**src/common/uart_irq_pkg.sv**
```systemverilog
package uart_irq_pkg;

  // register byte addresses on the apb bus
  localparam logic [7:0] ADDR_ENABLE  = 8'h00;
  localparam logic [7:0] ADDR_IDENT   = 8'h04;
  localparam logic [7:0] ADDR_CONTROL = 8'h08;
  localparam logic [7:0] ADDR_STATUS  = 8'h0c;
  localparam logic [7:0] ADDR_MASK    = 8'h10;

  // interrupt_enable bit positions
  localparam int EN_CTS   = 7;
  localparam int EN_RTS   = 6;
  localparam int EN_XOFF  = 5;
  localparam int EN_SLEEP = 4;
  localparam int EN_MODEM = 3;
  localparam int EN_LINE  = 2;
  localparam int EN_THR   = 1;
  localparam int EN_RHR   = 0;
  localparam int EN_UPPER_LO = 4;
  localparam logic [7:0] ENABLE_RESET = 8'h00;

  // control register bit positions
  localparam int CTL_EFR_WE  = 0;
  localparam int CTL_FIFO_EN = 1;
  localparam logic [1:0] CONTROL_RESET = 2'h0;

  // identification fields
  localparam int ID_FIFO_HI = 7;
  localparam int ID_FIFO_LO = 6;
  localparam int ID_HSK     = 5;
  localparam int ID_XOFF    = 4;
  localparam logic [3:0] CODE_NONE    = 4'h1;
  localparam logic [3:0] CODE_LINE    = 4'h6;
  localparam logic [3:0] CODE_TIMEOUT = 4'hc;
  localparam logic [3:0] CODE_RHR     = 4'h4;
  localparam logic [3:0] CODE_THR     = 4'h2;
  localparam logic [3:0] CODE_MODEM   = 4'h0;
  localparam logic [3:0] CODE_SPECIAL = 4'h0;

  // sticky event status layout, one bit per source
  localparam int NUM_SRC = 7;
  localparam int SRC_LINE = 0;
  localparam int SRC_TOUT = 1;
  localparam int SRC_RHR  = 2;
  localparam int SRC_THR  = 3;
  localparam int SRC_MDM  = 4;
  localparam int SRC_XOFF = 5;
  localparam int SRC_HSK  = 6;
  localparam logic [NUM_SRC-1:0] SRC_RESET = 7'h00;

  // apb request as seen by the slave
  typedef struct packed {
    logic        psel;
    logic        penable;
    logic        pwrite;
    logic [7:0]  paddr;
    logic [31:0] pwdata;
  } apb_req_t;

  // condition levels and pulses from the uart core
  typedef struct packed {
    logic line_err;
    logic rx_timeout;
    logic rx_avail;
    logic tx_below;
    logic tx_write;
    logic modem_delta;
    logic xoff_seen;
    logic rts_level;
  } uart_cond_t;

endpackage : uart_irq_pkg

```
**src/uart_interrupt_enable_ident.sv**
```systemverilog
// The register addresses and register access over APB are this design's own decisions.
`timescale 1ns/1ps
// Operation
// bits 7 and 6 enable interrupts on cts or rts low-to-high change
// bit 5 enables the xoff received interrupt, clear suppresses it
// bit 4 places the channel in sleep mode
// bit 3 enables the modem status change interrupt
// bit 2 enables the receiver line status interrupt
// bit 1 enables the transmit holding interrupt
// bit 0 enables the receive data interrupt
// enable register resets to all zero
// upper four enable bits writable only while write-enable bit is set
// re-enabling transmit interrupt alone raises no new interrupt
// interrupt output active whenever an enabled condition exists
// identification register is eight bits and read-only
// identification reports the highest-priority pending source
// identification bits 7 and 6 mirror the fifo enable bit
// bit 5 flags handshake rise, bit 4 flags xoff detection
// bit 0 low while pending, bits 3 to 1 carry source code
// codes: line status 0110, time-out 1100, receive data 0100
// priority line, time-out, data, transmit, modem, xoff, handshake
module uart_interrupt_enable_ident (
  // clock and reset
  input  wire logic                   sys_clk,
  input  wire logic                   rst,
  // apb slave
  input  wire uart_irq_pkg::apb_req_t apb_req,
  output logic [31:0]                 prdata,
  output logic                        pready,
  output logic                        pslverr,
  // uart core conditions, same clock
  input  wire uart_irq_pkg::uart_cond_t cond,
  // modem pin, asynchronous
  input  wire logic                   clear_to_send_line,
  // channel outputs
  output logic                        irq_out_channel,
  output logic                        irq_event,
  output logic                        sleep_mode
);
  import uart_irq_pkg::*;

  // address decode shared by read and write paths
  function automatic logic hit(input logic [7:0] a, input logic [7:0] r);
    hit = (a == r);
  endfunction : hit

  function automatic logic mapped(input logic [7:0] a);
    mapped = hit(a, ADDR_ENABLE) | hit(a, ADDR_IDENT) |
             hit(a, ADDR_CONTROL) | hit(a, ADDR_STATUS) |
             hit(a, ADDR_MASK);
  endfunction : mapped

  logic [7:0]         enable_reg;
  logic [1:0]         control_reg;
  logic [NUM_SRC-1:0] status_reg;
  logic [NUM_SRC-1:0] mask_reg;
  logic               thr_pend_reg;
  logic               xoff_pend_reg;
  logic               hsk_pend_reg;
  logic               tx_below_reg;
  logic               rts_reg;
  logic               cts_meta_reg;
  logic               cts_sync_reg;
  logic               cts_last_reg;
  logic [NUM_SRC-1:0] pend_last_reg;
  logic [NUM_SRC-1:0] ident_src_reg;
  logic [31:0]        prdata_reg;
  logic               pready_reg;
  logic               pslverr_reg;
  logic               irq_reg;
  logic               irq_event_reg;

  logic               setup;
  logic               access;
  logic               wr_en;
  logic               rd_ident;
  logic               cts_rise;
  logic               rts_rise;
  logic               thr_rise;
  logic [NUM_SRC-1:0] pend;
  logic [NUM_SRC-1:0] top_src;
  logic [7:0]         ident;

  // bus phases; the access edge is where writes and read effects land
  assign setup    = apb_req.psel & ~apb_req.penable;
  assign access   = apb_req.psel & apb_req.penable & pready_reg;
  assign wr_en    = access & apb_req.pwrite;
  assign rd_ident = access & ~apb_req.pwrite &
                    hit(apb_req.paddr, ADDR_IDENT);

  // two-flop synchroniser, only the second stage is looked at
  always_ff @(posedge sys_clk) begin
    if (rst) begin
      cts_meta_reg <= 1'b0;
      cts_sync_reg <= 1'b0;
      cts_last_reg <= 1'b0;
    end else begin
      cts_meta_reg <= clear_to_send_line;
      cts_sync_reg <= cts_meta_reg;
      cts_last_reg <= cts_sync_reg;
    end
  end

  // edge history of the handshake and transmit level
  always_ff @(posedge sys_clk) begin
    if (rst) begin
      rts_reg      <= 1'b0;
      tx_below_reg <= 1'b0;
    end else begin
      rts_reg      <= cond.rts_level;
      tx_below_reg <= cond.tx_below;
    end
  end

  assign cts_rise = cts_sync_reg & ~cts_last_reg;
  assign rts_rise = cond.rts_level & ~rts_reg;
  assign thr_rise = cond.tx_below & ~tx_below_reg;

  // enable register; upper nibble guarded by the write-enable bit
  always_ff @(posedge sys_clk) begin
    if (rst) begin
      enable_reg <= ENABLE_RESET;
    end else if (wr_en && hit(apb_req.paddr, ADDR_ENABLE)) begin
      enable_reg[EN_UPPER_LO-1:0] <= apb_req.pwdata[EN_UPPER_LO-1:0];
      if (control_reg[CTL_EFR_WE]) begin
        enable_reg[7:EN_UPPER_LO] <= apb_req.pwdata[7:EN_UPPER_LO];
      end
    end
  end

  // control bits standing in for the feature and fifo registers
  always_ff @(posedge sys_clk) begin
    if (rst) begin
      control_reg <= CONTROL_RESET;
    end else if (wr_en && hit(apb_req.paddr, ADDR_CONTROL)) begin
      control_reg <= apb_req.pwdata[1:0];
    end
  end

  // sleep mode straight from the enable bit, kept registered
  always_ff @(posedge sys_clk) begin
    if (rst) begin
      sleep_mode <= 1'b0;
    end else begin
      sleep_mode <= enable_reg[EN_SLEEP];
    end
  end

  // transmit pending is edge set, so re-enabling alone cannot fire it;
  // a new crossing of the threshold wins over a same-cycle clear
  always_ff @(posedge sys_clk) begin
    if (rst) begin
      thr_pend_reg <= 1'b0;
    end else if (thr_rise && enable_reg[EN_THR]) begin
      thr_pend_reg <= 1'b1;
    end else if (cond.tx_write || !enable_reg[EN_THR] ||
                 (rd_ident && ident_src_reg[SRC_THR])) begin
      thr_pend_reg <= 1'b0;
    end
  end

  // xoff detection held until the identification read reports it
  always_ff @(posedge sys_clk) begin
    if (rst) begin
      xoff_pend_reg <= 1'b0;
    end else if (cond.xoff_seen) begin
      xoff_pend_reg <= 1'b1;
    end else if (rd_ident && ident_src_reg[SRC_XOFF]) begin
      xoff_pend_reg <= 1'b0;
    end
  end

  // handshake rise, each line gated by its own enable
  always_ff @(posedge sys_clk) begin
    if (rst) begin
      hsk_pend_reg <= 1'b0;
    end else if ((cts_rise && enable_reg[EN_CTS]) ||
                 (rts_rise && enable_reg[EN_RTS])) begin
      hsk_pend_reg <= 1'b1;
    end else if (rd_ident && ident_src_reg[SRC_HSK]) begin
      hsk_pend_reg <= 1'b0;
    end
  end

  // enabled pending conditions; level sources clear in the core
  always_comb begin
    pend           = '0;
    pend[SRC_LINE] = cond.line_err & enable_reg[EN_LINE];
    pend[SRC_TOUT] = cond.rx_timeout & enable_reg[EN_RHR];
    pend[SRC_RHR]  = cond.rx_avail & enable_reg[EN_RHR];
    pend[SRC_THR]  = thr_pend_reg & enable_reg[EN_THR];
    pend[SRC_MDM]  = cond.modem_delta & enable_reg[EN_MODEM];
    pend[SRC_XOFF] = xoff_pend_reg & enable_reg[EN_XOFF];
    pend[SRC_HSK]  = hsk_pend_reg;
  end

  // fixed priority, lowest index wins
  always_comb begin
    top_src = '0;
    for (int i = NUM_SRC - 1; i >= 0; i--) begin
      if (pend[i]) begin
        top_src = '0;
        top_src[i] = 1'b1;
      end
    end
  end

  // identification value built from the winning source
  always_comb begin
    ident             = '0;
    ident[3:0]        = CODE_NONE;
    ident[ID_FIFO_HI] = control_reg[CTL_FIFO_EN];
    ident[ID_FIFO_LO] = control_reg[CTL_FIFO_EN];
    unique case (1'b1)
      top_src[SRC_LINE]: ident[3:0] = CODE_LINE;
      top_src[SRC_TOUT]: ident[3:0] = CODE_TIMEOUT;
      top_src[SRC_RHR]:  ident[3:0] = CODE_RHR;
      top_src[SRC_THR]:  ident[3:0] = CODE_THR;
      top_src[SRC_MDM]:  ident[3:0] = CODE_MODEM;
      top_src[SRC_XOFF]: begin
        ident[3:0]     = CODE_SPECIAL;
        ident[ID_XOFF] = 1'b1;
      end
      top_src[SRC_HSK]:  begin
        ident[3:0]    = CODE_SPECIAL;
        ident[ID_HSK] = 1'b1;
      end
      default:           ident[3:0] = CODE_NONE;
    endcase
  end

  // sticky event bits, set on a new pending edge, write one to clear;
  // a set in the clearing cycle wins so no event is dropped
  generate
    for (genvar g = 0; g < NUM_SRC; g++) begin : g_status
      always_ff @(posedge sys_clk) begin
        if (rst) begin
          status_reg[g] <= 1'b0;
        end else if (pend[g] && !pend_last_reg[g]) begin
          status_reg[g] <= 1'b1;
        end else if (wr_en && hit(apb_req.paddr, ADDR_STATUS) &&
                     apb_req.pwdata[g]) begin
          status_reg[g] <= 1'b0;
        end
      end
    end
  endgenerate

  // pending history for the sticky edge detect
  always_ff @(posedge sys_clk) begin
    if (rst) begin
      pend_last_reg <= SRC_RESET;
    end else begin
      pend_last_reg <= pend;
    end
  end

  // event mask
  always_ff @(posedge sys_clk) begin
    if (rst) begin
      mask_reg <= SRC_RESET;
    end else if (wr_en && hit(apb_req.paddr, ADDR_MASK)) begin
      mask_reg <= apb_req.pwdata[NUM_SRC-1:0];
    end
  end

  // channel interrupt follows any enabled pending condition
  always_ff @(posedge sys_clk) begin
    if (rst) begin
      irq_reg <= 1'b0;
    end else begin
      irq_reg <= |pend;
    end
  end

  // summary interrupt from the masked sticky bits
  always_ff @(posedge sys_clk) begin
    if (rst) begin
      irq_event_reg <= 1'b0;
    end else begin
      irq_event_reg <= |(status_reg & mask_reg);
    end
  end

  // apb answer: ready one cycle after setup, so no wait states;
  // read data and the reported source are frozen at setup
  always_ff @(posedge sys_clk) begin
    if (rst) begin
      pready_reg    <= 1'b0;
      pslverr_reg   <= 1'b0;
      prdata_reg    <= '0;
      ident_src_reg <= SRC_RESET;
    end else begin
      pready_reg  <= setup;
      pslverr_reg <= setup & ~mapped(apb_req.paddr);
      if (setup && !apb_req.pwrite) begin
        ident_src_reg <= hit(apb_req.paddr, ADDR_IDENT) ?
                         top_src : SRC_RESET;
        unique case (1'b1)
          hit(apb_req.paddr, ADDR_ENABLE):
            prdata_reg <= {24'h000000, enable_reg};
          hit(apb_req.paddr, ADDR_IDENT):
            prdata_reg <= {24'h000000, ident};
          hit(apb_req.paddr, ADDR_CONTROL):
            prdata_reg <= {30'h00000000, control_reg};
          hit(apb_req.paddr, ADDR_STATUS):
            prdata_reg <= {25'h0000000, status_reg};
          hit(apb_req.paddr, ADDR_MASK):
            prdata_reg <= {25'h0000000, mask_reg};
          default:
            prdata_reg <= '0;
        endcase
      end else if (setup) begin
        ident_src_reg <= SRC_RESET;
        prdata_reg    <= '0;
      end
    end
  end

  // identification writes fall through every decode above
  assign prdata          = prdata_reg;
  assign pready          = pready_reg;
  assign pslverr         = pslverr_reg;
  assign irq_out_channel = irq_reg;
  assign irq_event       = irq_event_reg;

endmodule : uart_interrupt_enable_ident

```
**config.mk**
```make
export PLATFORM = sky130hd
export DESIGN_NAME = uart_interrupt_enable_ident
export DESIGN_NICKNAME = d
export VERILOG_FILES = /design/src/common/uart_irq_pkg.sv /design/src/uart_interrupt_enable_ident.sv
export SDC_FILE = /design/constraint.sdc
export NUM_CORES = 1
export LEC_CHECK = 0
export ABC_CLOCK_PERIOD_IN_PS = 5800
export BUFFER_PORTS_ARGS = -buffer_cell sky130_fd_sc_hd__buf_2
export CAP_MARGIN = 20
export CORE_ASPECT_RATIO = 0.9
export CORE_UTILIZATION = 49
export CTS_BUF_LIST = sky130_fd_sc_hd__clkbuf_8 sky130_fd_sc_hd__clkbuf_16
export DETAILED_ROUTE_END_ITERATION = 6
export PLACE_DENSITY = 0.81
export SYNTH_ARGS = -nofsm -noshare
export SYNTH_HDL_FRONTEND = slang
export SYNTH_SLANG_ARGS = --single-unit
```
**constraint.sdc**
```tcl
create_clock -name sys_clk -period 5.8 [get_ports sys_clk]
set_clock_uncertainty 0.1 [all_clocks]
set_input_delay 1.16 -clock sys_clk [delete_from_list [all_inputs] [get_ports sys_clk]]
set_output_delay 1.16 -clock sys_clk [all_outputs]
set_load 0.02 [all_outputs]
```
==> results.sh, run 1 <==
export IMPL_first_iter_violations=203
export IMPL_p_sw_frac=0.2214
export IMPL_viasPerCell=5.379
export IMPL_ctsResizeCount=0
export IMPL_hold_class="flop to flop"
export IMPL_syn_avg_cell_area_sq_um=9.337
export IMPL_cts_hold_buf=0
export IMPL_fmax_ghz=0.3534
export IMPL_die_area_sq_um=5573
export IMPL_synth_top_flop_cell="dfxtp_1"
export IMPL_critical_path_max_fanout=8
export IMPL_final_cells=377
export IMPL_worst_slew_pin_slew_ns=0.8541
export IMPL_p_seq_frac=0.525
export IMPL_period_needed_ns=2.830
export IMPL_arrival_ns=2.90
export IMPL_vias=2028
export IMPL_ctsHtreeMaxLevel=2
export IMPL_outcome="finished, final reports clean"
export IMPL_antenna_found_initial=0
export IMPL_comb_power_share=0.073
export IMPL_first_pass_iters=4
export IMPL_whs_ns=0.3237
export IMPL_antenna_diode_count=0
export IMPL_p_per_area_nw_per_um2=253.8
export IMPL_grt_max_degree=50
export IMPL_drive_above_1_share=0.2115
export IMPL_n_fill_cell=474
export IMPL_critPathLaunchType="input port"
export IMPL_numCtsBuffers=5
export IMPL_finalHoldViolations=0
export IMPL_synth_top_area_cell="dfxtp_1"
export IMPL_final_cell_mix="dfxtp_1, buf_2, nor2_1"
export IMPL_yosysUniqueCellTypes=51
export IMPL_dp_cells=369
export IMPL_ir_worst_vdd_uv=137.6
export IMPL_die_width_microns=78.58
export IMPL_grtUsageTotal=0.2122
export IMPL_area_growth_syn_to_layout_pct=10.59
export IMPL_end_kind="flop"
export IMPL_num_io_pins=91
export IMPL_port_buffers=42
export IMPL_synth_top_area_frac=0.4257
export IMPL_cts_setup_buffers=0
export IMPL_p_clk_frac=0.402
export IMPL_synthTopCellsByArea="dfxtp_1, mux2i_1, buf_4"
export IMPL_dieHeight_microns=70.92
export IMPL_first_global_vias=1838
export IMPL_antenna_left=0
export IMPL_path_clk_slew_ns=0.09
export IMPL_synth_seq_cells=55
export IMPL_cts_sinks=55
export IMPL_drcViolationCount=0
export IMPL_post_route_period_util=0.4879
export IMPL_rsz0062_at_grt="false"
export IMPL_power_net_switching_uw=160.7
export IMPL_dp_slack_ns=2.635
export IMPL_finalWorstSetupSlack_ns=2.970
export IMPL_syn_inst=277
export IMPL_hpwl_mm=4.030
export IMPL_grt_pass1_wl_mm=9.135
export IMPL_fin_nets=365
export IMPL_drt_wl_total_mm=5.507
export IMPL_setup_tns_ns=0
export IMPL_root_buffer="clkbuf_8"
export IMPL_relSlewSlack=0.4306
export IMPL_p_int_uw=565.3
export IMPL_p_leak_nw=1.175
export IMPL_insertion_delay_ns=0.31
export IMPL_critical_path_class="input port to flop"
export IMPL_wl_per_cell_microns=14.61
export IMPL_synth_edf_count=0
export IMPL_clockBufferDepth=2
export IMPL_setup_viol=0
export IMPL_required_ns=5.87
export IMPL_rows=24
export IMPL_seq_area_frac_synth=0.4257
export IMPL_final_common_cell="dfxtp_1"
export IMPL_async_reset_ff_frac=0
export IMPL_synth_area_sq_um=2586
export IMPL_ys_warn_count=0
export IMPL_report_final_slew_viol_count=0
export IMPL_globalplace_congestion=0.8585
export IMPL_grt_overflow=0
export IMPL_cts_tree="done"
export IMPL_core_area_sq_um=4955
export IMPL_drv_cap=0
export IMPL_start_util=0.5220
## cells by family after synthesis
kind of cell | share of synthesized area
and+or+nand+nor | 0.2274
DFF | 0.4257
AOI/OAI and AO/OA | 0.1369
buffers and inverters | 0.1030
muxes | 0.1055
other | 0.001450
## worst paths after layout
path | slack (ns) | startpoint | endpoint | depth (start not counted)
min reg2reg | 0.32 | pend_last_reg[2]$_SDFF_PP0_ | status_reg[2]$_SDFFE_PP0P_ | 1
min | 0.32 | pend_last_reg[2]$_SDFF_PP0_ | status_reg[2]$_SDFFE_PP0P_ | 1
max reg2reg | 3.78 | pready$_SDFF_PP0_ | mask_reg[2]$_SDFFE_PP0P_ | 4
max | 2.97 | apb_req[32] | mask_reg[2]$_SDFFE_PP0P_ | 5
## area by class of cell
class / instances / area, sq um / share of cell area
timing repair buffer: 43 / 217.7 / 0.07612
sequential: 55 / 1101 / 0.3850
multi-input combinational: 200 / 1305 / 0.4563
clock inverter: 3 / 63.81 / 0.02231
tap: 65 / 81.33 / 0.02843
inverter: 6 / 22.52 / 0.007874
clock buffer: 5 / 68.82 / 0.02406
## critical path, cell delays in order
cell and delay (ns):
buf_2 0.09, or4_4 0.64, nor4_4 0.68, mux2i_1 0.27, nor2_1 0.05
## cell usage after synthesis, drive strengths merged (4+ instances only)
master and instances:
a21boi 7, a21oi 5, a22oi 4, buf 29, clkbuf 10, dfxtp 55, inv 6, mux2i 25
nand2 17, nand3 4, nand4 6, nor2 35, nor2b 10, nor4 4, o21ai 8, o21ba 4
## layer usage
metal / global-route usage / routed length, microns
met1: 0.3038 / 2661
met2: 0.3159 / 2364
met3: 0.04000 / 386
met4: 0.08025 / 94
met5: 0 / 0
## power groups by stage
stage | combinational (mW) | clock (mW) | sequential [mW]
floorplan | 0.0475 | 0 | 0.390
global placement | 0.0514 | 0 | 0.390
detailed placement | 0.0524 | 0 | 0.390
CTS | 0.0527 | 0.296 | 0.381
global route | 0.0576 | 0.312 | 0.381
finish | 0.0531 | 0.292 | 0.381
## through the flow
stage,power (mW),cell area (sq um),util
after detailed placement,0.4421,2728,0.5505
after global placement,0.4411,2728,0.5505
after floorplan,0.4376,2673,-
after global routing,0.7512,2860,0.5773
after CTS,0.7296,2860,0.5773
final,0.7260,2860,0.5773
Power figures use the tool's default switching activity.
==> run 2, diff against run 1 <==
- ABC_AREA: default -> 1
- ABC_CLOCK_PERIOD_IN_PS: 5800 -> 2800
- PLACE_DENSITY: 0.81 -> 0.8
- clock period: 5.8 -> 2.8 ns (I/O delays scaled with it)
==> results.sh, run 2 <==
export IMPL_numCtsBuffers=5
export IMPL_ir_worst_vdd_uv=306.8
export IMPL_dieHeight_microns=71.82
export IMPL_first_pass_iters=4
export IMPL_synth_edf_count=0
export IMPL_grt_max_degree=40
export IMPL_first_global_vias=1990
export IMPL_ctsHtreeMaxLevel=2
export IMPL_period_needed_ns=1.827
export IMPL_insertion_delay_ns=0.32
export IMPL_cts_hold_buf=0
export IMPL_holdCritStartpoint="cts_meta_reg$_SDFF_PP0_"
export IMPL_start_util=0.5080
export IMPL_setup_viol=0
export IMPL_synth_top_area_frac=0.4149
export IMPL_grtUsageTotal=0.2185
export IMPL_comb_power_share=0.081
export IMPL_core_area_sq_um=5224
export IMPL_viasPerCell=5.002
export IMPL_hold_class="flop to flop"
export IMPL_synth_top_flop_cell="dfxtp_1"
export IMPL_port_buffers=42
export IMPL_cts_sinks=55
export IMPL_cts_setup_buffers=0
export IMPL_clockBufferDepth=2
export IMPL_drive_above_1_share=0.2148
export IMPL_n_fill_cell=513
export IMPL_grt_pass1_wl_mm=9.301
export IMPL_path_clk_slew_ns=0.10
export IMPL_antenna_left=0
export IMPL_report_final_slew_viol_count=0
export IMPL_dpl_cell_area_sq_um=2826
export IMPL_synth_common_cells="nand2_1, nor2_1, dfxtp_1"
export IMPL_globalplace_congestion=0.8832
export IMPL_hpwl_mm=4.380
export IMPL_rrSetupSlack_ns=1.30
export IMPL_ys_warn_count=0
export IMPL_finalHoldViolations=0
export IMPL_drv_cap=0
export IMPL_die_width_microns=79.58
export IMPL_synth_top_area_cell="dfxtp_1"
export IMPL_end_kind="flop"
export IMPL_critical_path_class="input port to flop"
export IMPL_first_iter_violations=160
export IMPL_drcViolationCount=0
export IMPL_synth_seq_cells=55
export IMPL_critical_path_max_fanout=12
export IMPL_yosysUniqueCellTypes=34
export IMPL_p_leak_nw=1.428
export IMPL_async_reset_ff_frac=0
export IMPL_area_growth_syn_to_layout_pct=10.42
export IMPL_arrival_ns=1.99
export IMPL_rows=25
export IMPL_p_int_mw=1.040
export IMPL_wl_per_cell_microns=12.41
export IMPL_seq_area_frac_synth=0.4149
export IMPL_multi_input_area_sq_um=1305
export IMPL_critPathLaunchType="input port"
export IMPL_cts_tree="done"
export IMPL_synthTopCellsByArea="dfxtp_1, nand2_1, nor2_1"
export IMPL_root_buffer="clkbuf_8"
export IMPL_p_total_mw=1.385
export IMPL_worstSetupStartpoint="apb_req[37]"
export IMPL_antenna_diode_count=0
export IMPL_outcome="finished, final reports clean"
export IMPL_ctsResizeCount=0
export IMPL_grt_overflow=0
export IMPL_p_seq_frac=0.570
export IMPL_final_cell_mix="nand2_1, nor2_1, dfxtp_1"
export IMPL_die_area_sq_um=5715
export IMPL_synth_most_common_cell="nand2_1"
export IMPL_drt_wl_total_mm=5.859
export IMPL_fin_area_sq_um=2930
export IMPL_syn_avg_cell_area_sq_um=7.331
export IMPL_required_ns=2.96
export IMPL_crit_reg2reg_launch="enable_reg[0]$_SDFFE_PP0P_"
export IMPL_p_per_area_nw_per_um2=472.5
export IMPL_synth_area_sq_um=2654
export IMPL_power_net_switching_uw=344.7
export IMPL_fmax_ghz=0.5472
export IMPL_post_route_period_util=0.6527
export IMPL_rsz0062_at_grt="false"
export IMPL_p_sw_frac=0.2490
export IMPL_syn_inst=362
export IMPL_num_io_pins=91
export IMPL_antenna_found_initial=0
export IMPL_setup_tns_ns=0
export IMPL_fin_nets=458
export IMPL_vias=2361
export IMPL_ff_latch_area_sq_um=1101
export IMPL_p_clk_frac=0.349
export IMPL_final_common_cell="nand2_1"
==> run 2: changes by cell type after synthesis, sizes merged, moves of 14 or more <==
cell / previous run / this run
nand2: 17 / 77
nand3: 4 / 29
a21oi: 5 / 28
inv: 6 / 31
nor2: 35 / 76
o21ai: 8 / 22
mux2i: 25 / 0
==> run 2: path summary, 6_finish.rpt <==
check / depth (start not counted) / to
max: 8 / prdata[2]$_SDFFE_PP0P_
min: 2 / cts_sync_reg$_SDFF_PP0_
max reg2reg: 6 / prdata[2]$_SDFFE_PP0P_
min reg2reg: 2 / cts_sync_reg$_SDFF_PP0_
==> run 2: critical path: stages <==
cell	delay, ns
buf_2	0.10
inv_2	0.06
nand2_1	0.08
nor2_4	0.35
nand2_1	0.25
o21ai_0	0.25
o21ai_0	0.15
a21oi_1	0.16
==> run 2: per-layer routing <==
metal	global-route usage	share of wire	vias up
li1	-	-	1194
met1	0.2952	0.46	1063
met5	0	0	-
met2	0.3400	0.44	99
met3	0.05860	0.083	5
met4	0.06667	0.010	0
==> run 2: metrics by stage <==
step	hold slack [ns]	setup WS, ns	util	std cells
after global placement	0.2916	0.7003	0.5411	464
after global routing	0.3321	0.8806	0.5610	472
final	0.3088	0.9725	0.5610	472
after CTS	0.3127	0.9996	0.5610	472
after detailed placement	0.2981	0.6590	0.5411	464
after floorplan	0.2883	1.220	-	385
==> run 2: power by group through the flow <==
stage | logic, mW | registers [mW] | clock network [mW]
floorplan | 0.0979 | 0.808 | 0
global placement | 0.109 | 0.807 | 0
detailed placement | 0.111 | 0.807 | 0
CTS | 0.112 | 0.789 | 0.491
global route | 0.123 | 0.790 | 0.513
finish | 0.112 | 0.789 | 0.483
==> run 2: layout make-up <==
class | instances | area share
inverters | 31 | 0.04056
repair buffers | 43 | 0.07430
well taps | 67 | 0.02861
clock inverters | 1 | 0.002562
multi-input cells | 268 | 0.4453
clock buffers | 7 | 0.03288
flip-flops and latches | 55 | 0.3757
==> run 2: kinds of logic (layout without fill, tap and decap cells) <==
logic type             after synthesis  count (layout)  share of synthesized area
buffers and inverters               62              82                     0.1259
AOI/OAI and AO/OA                   55              55                     0.1132
and+or+nand+nor                    189             189                     0.3446
other                                1              24                   0.001413
DFF                                 55              55                     0.4149
